## src/verilog/spb_defs.vh

```
// Constants for the serial port buffer and status logic
`ifndef SPB_DEFS_VH
`define SPB_DEFS_VH
// Register addresses on the plain port
`define SPB_ADDR_W 2
`define SPB_ADDR_DATA 2'h0
`define SPB_ADDR_STATUS 2'h1
`define SPB_ADDR_CTRL 2'h2
`define SPB_ADDR_FMT 2'h3
// Status register bit positions
`define SPB_ST_PERR 2
`define SPB_ST_OVR 3
`define SPB_ST_FERR 4
`define SPB_ST_TXE 5
`define SPB_ST_TXC 6
`define SPB_ST_RXC 7
// Control register bit positions
`define SPB_CT_TX9 0
`define SPB_CT_RX9 1
`define SPB_CT_CSZ2 2
`define SPB_CT_TX_ENABLE_BIT 3
`define SPB_CT_RXEN 4
`define SPB_CT_TXEIE 5
`define SPB_CT_TXCIE 6
`define SPB_CT_RXCIE 7
// Frame format register bit positions
`define SPB_FM_CSZ0 1
`define SPB_FM_CSZ1 2
`define SPB_FM_STOP2 3
`define SPB_FM_PODD 4
`define SPB_FM_PEN 5
`define SPB_FM_SYNC 6
// Reset values
`define SPB_CTRL_RST 8'h00
`define SPB_FMT_RST 8'h06
// Character size code for nine data bits
`define SPB_CSZ_NINE 3'h7
// Receive FIFO depth
`define SPB_FIFO_DEPTH 2
`endif

```

## src/verilog/spb_top.v

```verilog
// Serial port buffer, status and frame logic with register port
`timescale 1ns/10ps
`default_nettype none
`include "spb_defs.vh"
// Overview of operation
// - Buffer-empty flag high while transmit buffer empty
// - Empty interrupt requested while flag and enables set
// - Data write loads buffer, clears empty flag
// - Complete flag sets when shifter and buffer empty
// - Complete clears on acknowledge or writing one
// - Complete interrupt requested when flag set, enabled
// - Parity bit sent after data, before stop
// - Transmit disable waits for shifter and buffer empty
// - Receive enable selects input; sync uses external clock
// - Shift bits to first stop, then store
// - Unused upper data bits read as zero
// - Ninth bit and errors stored per frame
// - Receive flag shows unread data; disable flushes
// - Receive interrupt while flag set; read clears
// - Error flags read-only, never interrupt
// - Frame error reflects first stop bit only
// - Overrun when full, shifter full, new start
// - Overrun clears on successful store
// - Checker compares parity, stores mismatch per frame
// - Parity error zero when checking disabled
// - Even parity is xor, odd inverted
// - Buffer moves to shifter when idle or done
// - Frame is start, data, parity, stops; idle high
module spb_top (
  // Clock and reset
  input wire clk_i,
  input wire nrst_i,
  // Register port
  input wire [`SPB_ADDR_W-1:0] addr_i,
  input wire [7:0] wdata_i,
  input wire wr_i,
  input wire rd_i,
  output reg [7:0] rdata_o,
  // Bit-rate timing and interrupt context
  input wire baud_tick_i,
  input wire ext_transfer_clock_pin_i,
  input wire global_irq_en_i,
  input wire txc_irq_ack_i,
  // Serial pins
  input wire serial_in_pin_i,
  output reg serial_out_pin_o,
  output reg serial_out_oe_n_o,
  // Interrupt requests
  output reg tx_empty_irq_o,
  output reg tx_complete_irq_o,
  output reg rx_complete_irq_o
);
  localparam T_IDLE = 3'b001;
  localparam T_SHIFT = 3'b010;
  localparam T_DONE = 3'b100;
  // Software-written control and format
  reg [7:0] ctrl_q;
  reg [7:0] fmt_q;
  // Transmit side
  reg [8:0] txbuf_q; // Transmit buffer with ninth bit
  reg txfull_q; // Buffer holds data not yet in the shifter
  reg [11:0] txsh_q; // Frame bits still to send, LSB first
  reg [3:0] txcnt_q; // Bits left in the frame
  reg [2:0] tst_q; // One-hot transmitter state
  reg txc_q; // Transmit complete flag
  reg txon_q; // Transmitter owns the output pin
  // Receive FIFO, two entries of {perr, ovr, ferr, data9}
  reg [11:0] fifo_q [0:`SPB_FIFO_DEPTH-1];
  reg [1:0] fcnt_q; // Entries held
  reg rdptr_q; // Oldest entry
  reg pend_q; // Complete frame parked in the shifter
  reg [11:0] pend_val_q; // Parked frame, awaiting a free slot
  reg ovr_q; // Overrun seen, tagged on the next stored frame
  reg xck_q; // Previous external clock level
  // Receiver outputs
  wire rx_start;
  wire rx_done;
  wire [8:0] rx_data;
  wire rx_ferr;
  wire rx_perr;
  wire tick;
  wire [3:0] nbits;
  wire rxen;
  wire tx_enable_bit;
  wire [11:0] head;
  wire wr_data;
  wire rd_data;
  wire tx_tick;
  wire tx_load;
  wire tx_par; // Parity of the buffered character, odd-select applied
  // Data bits per character from the size code
  function [3:0] spb_nbits;
    input [2:0] csz;
    begin
      if (csz == `SPB_CSZ_NINE) begin
        spb_nbits = 4'd9;
      end else if (csz[2]) begin
        spb_nbits = 4'd8; // Reserved codes behave as eight bits
      end else begin
        spb_nbits = 4'd5 + {2'b00, csz[1:0]};
      end
    end
  endfunction
  assign nbits = spb_nbits({ctrl_q[`SPB_CT_CSZ2], fmt_q[`SPB_FM_CSZ1], fmt_q[`SPB_FM_CSZ0]});
  assign rxen = ctrl_q[`SPB_CT_RXEN];
  assign tx_enable_bit = ctrl_q[`SPB_CT_TX_ENABLE_BIT];
  // Sync mode clocks on rising external clock, else the bit-rate tick
  assign tick = fmt_q[`SPB_FM_SYNC] ? (ext_transfer_clock_pin_i & ~xck_q) : baud_tick_i;
  assign head = fifo_q[rdptr_q];
  assign wr_data = wr_i && addr_i == `SPB_ADDR_DATA;
  assign rd_data = rd_i && addr_i == `SPB_ADDR_DATA && fcnt_q != 2'd0;
  assign tx_tick = tick;
  // Bits above the character size are ignored, so they never leak into parity
  assign tx_par = ^(txbuf_q & ~(9'h1ff << nbits)) ^ fmt_q[`SPB_FM_PODD];
  // Shifter takes the buffer when idle or right after the last stop bit
  assign tx_load = txfull_q && tx_tick && (tst_q != T_SHIFT || txcnt_q == 4'h1);
  spb_rx u_rx (
    .clk_i(clk_i),
    .nrst_i(nrst_i),
    .enable_i(rxen),
    .tick_i(tick),
    .nbits_i(nbits),
    .par_en_i(fmt_q[`SPB_FM_PEN]),
    .par_odd_i(fmt_q[`SPB_FM_PODD]),
    .line_i(serial_in_pin_i),
    .start_o(rx_start),
    .done_o(rx_done),
    .data_o(rx_data),
    .ferr_o(rx_ferr),
    .perr_o(rx_perr)
  );
  // Register writes; the ninth transmit bit lives in control
  always @(posedge clk_i or negedge nrst_i) begin
    if (!nrst_i) begin
      ctrl_q <= `SPB_CTRL_RST;
      fmt_q <= `SPB_FMT_RST;
      xck_q <= 1'b0;
    end else begin
      xck_q <= ext_transfer_clock_pin_i;
      if (wr_i && addr_i == `SPB_ADDR_CTRL) begin
        // Received ninth bit is FIFO state, not writable
        ctrl_q <= {wdata_i[7:2], ctrl_q[`SPB_CT_RX9], wdata_i[`SPB_CT_TX9]};
      end
      if (wr_i && addr_i == `SPB_ADDR_FMT) begin
        fmt_q <= wdata_i;
      end
    end
  end
  // Transmit buffer, shifter and complete flag
  always @(posedge clk_i or negedge nrst_i) begin
    if (!nrst_i) begin
      txbuf_q <= 9'h000;
      txfull_q <= 1'b0;
      txsh_q <= 12'hfff;
      txcnt_q <= 4'h0;
      tst_q <= T_IDLE;
      txc_q <= 1'b0;
      txon_q <= 1'b0;
    end else begin
      if (tx_load) begin
        // Frame: start low, data, optional parity, stops high
        // Unused data bits are masked so stops and parity are never overwritten
        txsh_q <= (({3'b000, txbuf_q} & ~(12'hfff << nbits)) << 1) |
          ((12'hfff << (nbits + 4'h1)) &
          ~({11'h000, fmt_q[`SPB_FM_PEN] & ~tx_par} << (nbits + 4'h1)));
        txcnt_q <= nbits + 4'd2 + {3'b000, fmt_q[`SPB_FM_PEN]} + {3'b000, fmt_q[`SPB_FM_STOP2]};
        tst_q <= T_SHIFT;
        txfull_q <= 1'b0;
      end else if (tx_tick && tst_q == T_SHIFT) begin
        txsh_q <= {1'b1, txsh_q[11:1]};
        txcnt_q <= txcnt_q - 4'h1;
        if (txcnt_q == 4'h1) begin
          tst_q <= T_DONE;
        end
      end else if (tst_q == T_DONE) begin
        tst_q <= T_IDLE;
      end
      if (wr_data && tx_enable_bit) begin
        txbuf_q <= {ctrl_q[`SPB_CT_TX9], wdata_i};
        txfull_q <= 1'b1;
      end
      // Set wins over a clear in the same cycle
      if (tst_q == T_DONE && !txfull_q) begin
        txc_q <= 1'b1;
      end else if (txc_irq_ack_i ||
                   (wr_i && addr_i == `SPB_ADDR_STATUS && wdata_i[`SPB_ST_TXC])) begin
        txc_q <= 1'b0;
      end
      // Pin released only once nothing is left to send
      if (tx_enable_bit) begin
        txon_q <= 1'b1;
      end else if (!txfull_q && tst_q == T_IDLE) begin
        txon_q <= 1'b0;
      end
    end
  end
  // Receive FIFO, overrun tracking and flush
  always @(posedge clk_i or negedge nrst_i) begin
    if (!nrst_i) begin
      fifo_q[0] <= 12'h000;
      fifo_q[1] <= 12'h000;
      fcnt_q <= 2'd0;
      rdptr_q <= 1'b0;
      pend_q <= 1'b0;
      pend_val_q <= 12'h000;
      ovr_q <= 1'b0;
    end else if (!rxen) begin
      fcnt_q <= 2'd0;
      pend_q <= 1'b0;
      ovr_q <= 1'b0;
    end else begin
      // Space freed by a read this cycle lets the parked frame in
      if (rd_data) begin
        rdptr_q <= ~rdptr_q;
      end
      if (rx_start && pend_q && fcnt_q == 2'd2 && !rd_data) begin
        ovr_q <= 1'b1;
        pend_q <= 1'b0; // Parked frame is lost to the new one
      end
      if (rx_done) begin
        pend_q <= 1'b1;
        pend_val_q <= {rx_perr, 1'b0, rx_ferr, rx_data};
      end
      if (pend_q && !rx_done && (fcnt_q != 2'd2 || rd_data) &&
          !(rx_start && fcnt_q == 2'd2 && !rd_data)) begin
        fifo_q[rdptr_q ^ fcnt_q[0]] <= pend_val_q | {2'b00, ovr_q, 9'h000} << 1;
        ovr_q <= 1'b0;
        pend_q <= 1'b0;
        fcnt_q <= rd_data ? fcnt_q : fcnt_q + 2'd1;
      end else if (rd_data) begin
        fcnt_q <= fcnt_q - 2'd1;
      end
    end
  end
  // Read data, pins and interrupt requests, all registered
  always @(posedge clk_i or negedge nrst_i) begin
    if (!nrst_i) begin
      rdata_o <= 8'h00;
      serial_out_pin_o <= 1'b1;
      serial_out_oe_n_o <= 1'b1;
      tx_empty_irq_o <= 1'b0;
      tx_complete_irq_o <= 1'b0;
      rx_complete_irq_o <= 1'b0;
    end else begin
      rdata_o <= 8'h00;
      if (rd_i) begin
        case (addr_i)
          `SPB_ADDR_DATA: rdata_o <= (fcnt_q != 2'd0) ? head[7:0] : 8'h00;
          `SPB_ADDR_STATUS: rdata_o <= {fcnt_q != 2'd0, txc_q, ~txfull_q,
            head[9] & (fcnt_q != 2'd0), head[10] & (fcnt_q != 2'd0),
            head[11] & (fcnt_q != 2'd0), 2'b00};
          `SPB_ADDR_CTRL: rdata_o <= {ctrl_q[7:2], head[8] & (fcnt_q != 2'd0),
            ctrl_q[`SPB_CT_TX9]};
          `SPB_ADDR_FMT: rdata_o <= fmt_q;
          default: rdata_o <= 8'h00;
        endcase
      end
      // Idle line high; pin released when transmitter is off
      serial_out_pin_o <= (tst_q == T_SHIFT) ? txsh_q[0] : 1'b1;
      serial_out_oe_n_o <= ~txon_q;
      tx_empty_irq_o <= global_irq_en_i & ctrl_q[`SPB_CT_TXEIE] & ~txfull_q;
      tx_complete_irq_o <= global_irq_en_i & ctrl_q[`SPB_CT_TXCIE] & txc_q;
      rx_complete_irq_o <= global_irq_en_i & ctrl_q[`SPB_CT_RXCIE] & (fcnt_q != 2'd0);
    end
  end
endmodule // spb_top
`default_nettype wire

```

## src/verilog/spb_rx.v

```verilog
// Receive shifter: samples one bit per receive tick and assembles a frame
`timescale 1ns/10ps
`default_nettype none
`include "spb_defs.vh"
module spb_rx (
  // Clock and reset
  input wire clk_i,
  input wire nrst_i,
  // Control
  input wire enable_i,
  input wire tick_i,
  input wire [3:0] nbits_i,
  input wire par_en_i,
  input wire par_odd_i,
  input wire line_i,
  // Frame out
  output reg start_o,
  output reg done_o,
  output reg [8:0] data_o,
  output reg ferr_o,
  output reg perr_o
);
  localparam S_IDLE = 3'b001;
  localparam S_DATA = 3'b010;
  localparam S_STOP = 3'b100;
  reg [2:0] st_q; // One-hot state
  reg [3:0] cnt_q; // Bits still expected in this phase
  reg [8:0] sh_q; // Shift register, LSB first
  reg par_q; // Running xor of data bits
  reg has_par_q; // Parity bit still to come
  // Bit-level sequencer; start bit is taken on a single low sample
  always @(posedge clk_i or negedge nrst_i) begin
    if (!nrst_i) begin
      st_q <= S_IDLE;
      cnt_q <= 4'h0;
      sh_q <= 9'h000;
      par_q <= 1'b0;
      has_par_q <= 1'b0;
      start_o <= 1'b0;
      done_o <= 1'b0;
      data_o <= 9'h000;
      ferr_o <= 1'b0;
      perr_o <= 1'b0;
    end else begin
      start_o <= 1'b0;
      done_o <= 1'b0;
      if (!enable_i) begin
        // Disable is immediate, a frame in flight is dropped
        st_q <= S_IDLE;
      end else if (tick_i) begin
        case (st_q)
          // After the first stop a new start may follow on the very next tick
          S_IDLE, S_STOP: begin
            if (!line_i) begin
              st_q <= S_DATA;
              cnt_q <= nbits_i;
              sh_q <= 9'h000;
              par_q <= 1'b0;
              has_par_q <= par_en_i;
              start_o <= 1'b1;
            end
          end
          S_DATA: begin
            if (cnt_q != 4'h0) begin
              sh_q <= {line_i, sh_q[8:1]};
              par_q <= par_q ^ line_i;
              cnt_q <= cnt_q - 4'h1;
            end else if (has_par_q) begin
              // Mismatch of received bit against computed parity
              perr_o <= (par_q ^ par_odd_i) ^ line_i;
              has_par_q <= 1'b0;
            end else begin
              st_q <= S_STOP;
            end
            if (cnt_q == 4'h0 && !has_par_q) begin
              // First stop bit sampled now; a second is never waited for
              ferr_o <= ~line_i;
              data_o <= sh_q >> (4'd9 - nbits_i);
              done_o <= 1'b1;
              if (!par_en_i) begin
                perr_o <= 1'b0;
              end
            end
          end
          default: begin
            st_q <= S_IDLE;
          end
        endcase
      end
    end
  end
endmodule // spb_rx
`default_nettype wire

```

## config.mk

```make
export PLATFORM = sky130hd
export DESIGN_NAME = spb_top
export DESIGN_NICKNAME = d
export VERILOG_FILES = /design/src/verilog/spb_top.v /design/src/verilog/spb_rx.v
export VERILOG_INCLUDE_DIRS = /design/src /design/src/verilog
export SDC_FILE = /design/constraint.sdc
export NUM_CORES = 1
export LEC_CHECK = 0
export ABC_CLOCK_PERIOD_IN_PS = 3500
export BUFFER_PORTS_ARGS = -buffer_cell sky130_fd_sc_hd__buf_4
export CAP_MARGIN = 20
export CORE_MARGIN = 10
export CORE_UTILIZATION = 55
export CTS_CLUSTER_SIZE = 25
export DETAILED_ROUTE_END_ITERATION = 16
export PLACE_DENSITY_LB_ADDON = 0.2
export SETUP_SLACK_MARGIN = 0.1
export SYNTH_ARGS = -nofsm -noshare
export SYNTH_HDL_FRONTEND = slang
export SYNTH_HIERARCHICAL = 1
export SYNTH_SLANG_ARGS = --single-unit
export TNS_END_PERCENT = 10
```

## constraint.sdc

```tcl
create_clock -name clk_i -period 3.5 [get_ports clk_i]
set_input_delay 0.7 -clock clk_i [delete_from_list [all_inputs] [get_ports clk_i]]
set_output_delay 0.7 -clock clk_i [all_outputs]
set_load 0.02 [all_outputs]
```

After elaboration in Yosys (flattened, before gate mapping)
Index checks and enable logic that the tools add are counted.
Storage, ports and cells
  output and inout bits: 13
  logic and storage cells: 231
  register bits: 131
  input bits: 19
Cells by class
  reduce and logical (&&, ||, !) cells: 53
  bitwise logic cells: 33
  magnitude comparators: 3
  equality and inequality tests: 26
  add/sub/neg operators: 10
  shifts and indexed selects: 5
  multiplexer cells: 68
Operators by type and width (number)
  12-bit 2-to-1 mux: 6
  8-bit one-hot mux with 4 select lines: 1
  1-bit 2-to-1 mux: 31
  3-bit 2-to-1 mux: 9
  24-bit bitwise mux: 1
  4-bit 2-to-1 mux: 6
  1-bit logical AND: 23
  9-bit 2-to-1 mux: 2
  9-bit one-hot mux with 2 select lines: 1
  8-bit 2-to-1 mux: 2
  3-bit != test, second input constant: 5
  1-bit bitwise AND: 12
  12-bit bitwise AND: 1
  12-bit demux with 1-bit select: 1
  12-bit inverter: 1
  12-bit by 11-bit bitwise OR with 12-bit output: 1
  12-bit bitwise OR: 1
  2-bit nonzero test: 6
  1-bit by 4-bit << shifter with 12-bit output: 1
  12-bit by 4-bit << shifter with 11-bit output, first input constant: 1
  12-bit by 4-bit << shifter with 12-bit output, first input constant: 1
  9-bit by 11-bit bitwise AND with 11-bit output: 1
  11-bit inverter: 1
  2-bit AND reduction: 5
  other kinds (43): 78

Depth between registers and ports, before layout
  depth after elaboration: 15
  depth in mapped cells: 11
  depth with buffers taken out: 11

Hierarchy
The synthesis kept the hierarchy.
By module, submodules not included
  spb_top: cells each 442, times used 1, area an instance 4954.8 um^2, seq. area each 2523.7 um^2
  spb_rx: cells each 175, times used 1, area an instance 1740.4 um^2, seq. area each 777.0 um^2

Worst setup path before layout
OpenSTA, ideal clock, no wires.
  path type: input-to-reg
  start: in ext_transfer_clock_pin_i
  end: reg u_rx.data_o[7]
  arrival: 2.699 ns
  library setup time: 0.139 ns
  setup slack: 0.662 ns
  path buffers: 4
  cell stages on the path: 11
  required time: 3.361 ns
  cell sequence: nand2_1 -> o22a_1 -> clkbuf_1 -> inv_1 -> clkbuf_1 -> nand2_1 -> or4_4 -> buf_6 -> buf_2 -> nand2_1 -> o41ai_2
Between the ends
  longest elaborated chain between the ends: 3
Ends and longest elaborated chain
  start, declared: RTL line spb_top.v:41  | input wire ext_transfer_clock_pin_i,
  1-bit bitwise AND: RTL line spb_top.v:108  | assign tick = fmt_q[`SPB_FM_SYNC] ? (ext_transfer_clock_pin_i & ~xck_q) : baud_tick_i;
  1-bit 2-to-1 mux: RTL line spb_top.v:108
  via tick: RTL line spb_top.v:81  | wire tick;
  4-bit AND reduction (no line)
  end signal, assigned: RTL line spb_rx.v:78  | data_o <= sh_q >> (4'd9 - nbits_i);
  end, declared: RTL line spb_rx.v:19  | output reg [8:0] data_o,
The timed path passes the listed nets, and every way through them passes these cells.
A chain may end at the register's enable or synchronous reset.

Worst setup path in the final report
  start: reg fmt_q[1]
  end: reg txsh_q[8]
Between the ends
  longest elaborated chain between the ends: 15
  elaborated cells on any way between the ends: 21
  classes of those cells: add/sub: 2; eq/ne: 1; shift: 4; mux: 3; bitwise: 10; reduce/logical: 1
Ends and longest elaborated chain
  start, declared: RTL line spb_top.v:58  | reg [7:0] fmt_q;
  start signal, assigned: RTL line spb_top.v:136  | fmt_q <= `SPB_FMT_RST;
  start signal, assigned: RTL line spb_top.v:145  | fmt_q <= wdata_i;
  3-bit by 2-bit adder with 4-bit output: RTL line spb_top.v:100  | spb_nbits = 4'd5 + {2'b00, csz[1:0]};
  4-bit 2-to-1 mux: RTL line spb_top.v:97  | end else if (csz[2]) begin
  4-bit 2-to-1 mux (*): RTL line spb_top.v:95  | if (csz == `SPB_CSZ_NINE) begin
  via nbits[0]: RTL line spb_top.v:82  | wire [3:0] nbits;
  9-bit by 4-bit << shifter with 9-bit output: RTL line spb_top.v:114  | assign tx_par = ^(txbuf_q & ~(9'h1ff << nbits)) ^ fmt_q[`SPB_FM_PODD];
  9-bit inverter: RTL line spb_top.v:114
  9-bit bitwise AND: RTL line spb_top.v:114
  9-bit XOR reduction: RTL line spb_top.v:114
  1-bit bitwise XOR: RTL line spb_top.v:114
  1-bit inverter: RTL line spb_top.v:165  | ~({11'h000, fmt_q[`SPB_FM_PEN] & ~tx_par} << (nbits + 4'h1)));
  1-bit bitwise AND: RTL line spb_top.v:165
  1-bit by 4-bit << shifter with 12-bit output: RTL line spb_top.v:165
  12-bit inverter: RTL line spb_top.v:165
  12-bit bitwise AND: RTL line spb_top.v:164  | ((12'hfff << (nbits + 4'h1)) &
  12-bit bitwise OR (*): RTL line spb_top.v:163  | txsh_q <= (({3'b000, txbuf_q} & ~(12'hfff << nbits)) << 1) |
  12-bit 2-to-1 mux (*): RTL line spb_top.v:160  | if (tx_load) begin
  end signal, assigned: RTL line spb_top.v:163
  end signal, assigned: RTL line spb_top.v:170  | txsh_q <= {1'b1, txsh_q[11:1]};
  end, declared: RTL line spb_top.v:62  | reg [11:0] txsh_q;
Mark *: on every way through the listed nets, which the timed path passes. The rest lies on a longest branch.

==> impl_metrics.csv <==
group,metric,value,unit
outcome,outcome,"finished, final reports clean",
global_routing,grt_pass1_vias,4849,
die,rows,40,
sta,setup_viol,0,
routing,viasPerCell,6.04,
synthesis,ys_warn_count,6,
synthesis,synth_edf_count,0,
routing,routed_wl,15200,um
routing,ant_nets,0,
routing,via_count,4882,
global_routing,grt_pass1_wl,25300,um
synthesis,ys.flop_type,"dfrtp_1",
die,coreArea,12000,sq um
sta,setup_tns,0,ps
die,die_area,17000,sq um
routing,drt_pre_antenna_iters,7,
placement,dpl.hpwl,10600,um
sta,finalMaxSlewViolations,0,
setup_path,reg2reg_depth,11,
sta,worst_pin_slew,829,ps
routing,wl_per_cell,18.8,um
setup_path,rr_endpoint,"txsh_q[8]",
min_path,hold_class,"register to register",
min_path,min_path_cells,1,
setup_path,critPathMaxFanout,9,
die,die_w,130,um
cells_and_area,antenna_cells,0,
cells_and_area,layout_common_cells,"dfrtp_1 (113), nand2_1 (67), mux2_2 (66)",
synthesis,synthArstFlopShare,100,%
power,peakVddDrop,0.423,mV
routing,drc,0,
routing,drtIter0Drc,503,
sta,finalHoldViolations,0,
cells_and_area,drive_gt1_share,26.9,%
placement,placed_area,7070,sq um
die,io_pins,32,
setup_path,setup.worst_path.class,"register to register",
global_routing,antenna_found_initial,0,
cells_and_area,finalInstanceArea,7710,sq um
cells_and_area,fin_nets,681,
power,power.density,699,nW/um^2
global_routing,grt_max_degree,132,
sta,slew-limit-headroom,44.2,%
sta,min_period,2950,ps
synthesis,synthesis.nets,650,
power,power.total,0.00539,W
clocking,cts_tree,"yes",
clocking,cts_setup_buffers,0,
synthesis,synth_seq_cells,131,
clocking,clockRootBuffer,"clkbuf_16",
synthesis,synth_seq_area_share,49.3,%
sta,fin_crit_sh,84.1,%
cells_and_area,areaGrowthSynthToFinish,15.2,%
setup_path,regToRegSetupSlack,550,ps
cells_and_area,final_common_cell,"dfrtp_1",
min_path,min_delay_worst_endpoint,"serial_out_oe_n_o",
clocking,cts_buffers,17,
synthesis,synthesis.area,6700,sq um
power,p_leak,3.46,nW
sta,rsz0062_at_grt,"false",
synthesis,synth_cells,617,
synthesis,synth.distinct_cells,70,
job,maxCapViolCount,0,
setup_path,crit_required,3820,ps
sta,max_clock_freq,340,MHz
placement,io_buffers,31,
die,die_h,130,um
sta,worst_clock_skew,7.32,ps
clocking,path_clk_slew,60,ps
setup_path,crit-reg2reg-launch,"fmt_q[1]",
setup_path,crit_start,"fmt_q[1]",
min_path,hp-start,"txon_q",
clocking,clock_sinks,131,
global_routing,track_usage,19.1,%
clocking,h-tree-depth,4,
die,start_util,56.0,%
global_routing,grt_overflow,0,
setup_path,arrival,3270,ps
placement,gp_congestion,0.864,
clocking,clk_path_buf_depth,2,
synthesis,syn-mean-instance-area,10.9,sq um
setup_path,cp-end-kind,"register",
clocking,clock_latency,420,ps
setup_path,start_kind,"register",
layer usage:
metal	track usage, %	up-vias	wire [um]
li1	-	2282	-
met1	26.2	2435	7130
met3	4.38	18	768
met2	29.0	147	7060
met5	0	-	0
met4	7.26	0	235
critical path: stages, from the launching register on:
cell	delay, ps
dfstp_2	390
ha_1	240
a21oi_2	380
inv_1	130
ha_1	230
nand2_1	60
mux2i_1	70
xnor3_2	420
xor2_2	230
nand2_1	140
o41ai_1	410
o2111ai_1	160
sequential cells by signal (all words and copies together) (netlist names), 7 cells and up:
name         flops
rdata_o          8
pend_val_q      11
txsh_q          12
ctrl_q           7
fmt_q            8
u_rx/sh_q        9
fifo_q          24
u_rx/data_o      9
txbuf_q          9
worst max path at each step:
stage                                end  slack, ps
after global placement         txsh_q[8]        410
after detailed placement       txsh_q[8]        330
after global routing           txsh_q[8]        240
after CTS                      txsh_q[8]        300
final                          txsh_q[8]        550
after floorplan           u_rx/data_o[7]        660
power breakdown:
part	switching, W	internal [W]
Clock	0.000661	0.00122
Sequential	0.000239	0.00182
Combinational	0.000848	0.000606
Total	0.00175	0.00365
through the flow:
step           cells  setup slack [ps]  hold slack (ps)  utilization [%]
5_1_grt          808               236              382             64.5
3_3_place_gp     776               405              357             59.1
2_1_floorplan    617               662              348                -
3_5_place_dp     776               327              361             59.1
4_1_cts          808               296              370             64.5
6_report         808               555              363             64.5
cell families after synthesis:
logic type / share of synthesized area, %
compound gates: 13.8
xor+xnor: 2.56
fa+ha+maj: 2.73
buf+inv: 4.02
simple gates: 11.0
flops: 49.3
mux: 16.5
timing repair:
action | 4_1_cts | 5_1_grt
endpoints found under the setup margin | 0 | 2
endpoints found under the hold margin | 0 | 0
resized for setup | 0 | 1
hold buffers | 0 | 0
synthesized netlist by cell type, types with 4 or more instances:
master / number / area share [%]
a21oi_1: 24 / 1.8
a31oi_1: 6 / 0.56
and3_1: 4 / 0.37
buf_2: 5 / 0.37
clkbuf_1: 20 / 1.1
dfrtp_1: 113 / 42
dfstp_2: 18 / 7.1
ha_1: 13 / 2.4
inv_1: 30 / 1.7
mux2_2: 66 / 11
mux2i_1: 24 / 3.6
mux4_2: 5 / 1.7
nand2_1: 67 / 3.8
nand2b_1: 4 / 0.37
nand3_1: 16 / 1.2
nand4_1: 5 / 0.47
nor2_1: 28 / 1.6
nor2b_1: 8 / 0.75
nor3_1: 6 / 0.45
nor3b_1: 4 / 0.45
o21a_1: 6 / 0.67
o21ai_0: 30 / 2.2
o21ai_1: 21 / 1.6
o31ai_1: 6 / 0.67
o41ai_1: 6 / 0.78
xnor2_1: 10 / 1.3
xor2_1: 5 / 0.65
final cells by class:
cell class | instances | area [sq um]
Clock buffer | 22 | 494
Inverter | 33 | 124
Sequential cell | 131 | 3300
Tap cell | 147 | 184
Timing Repair Buffer | 43 | 335
Clock inverter | 10 | 148
Multi-Input combinational cell | 422 | 3130
Fill cell | 959 | 4250
No activity file was read; power rests on OpenSTA's default activity.
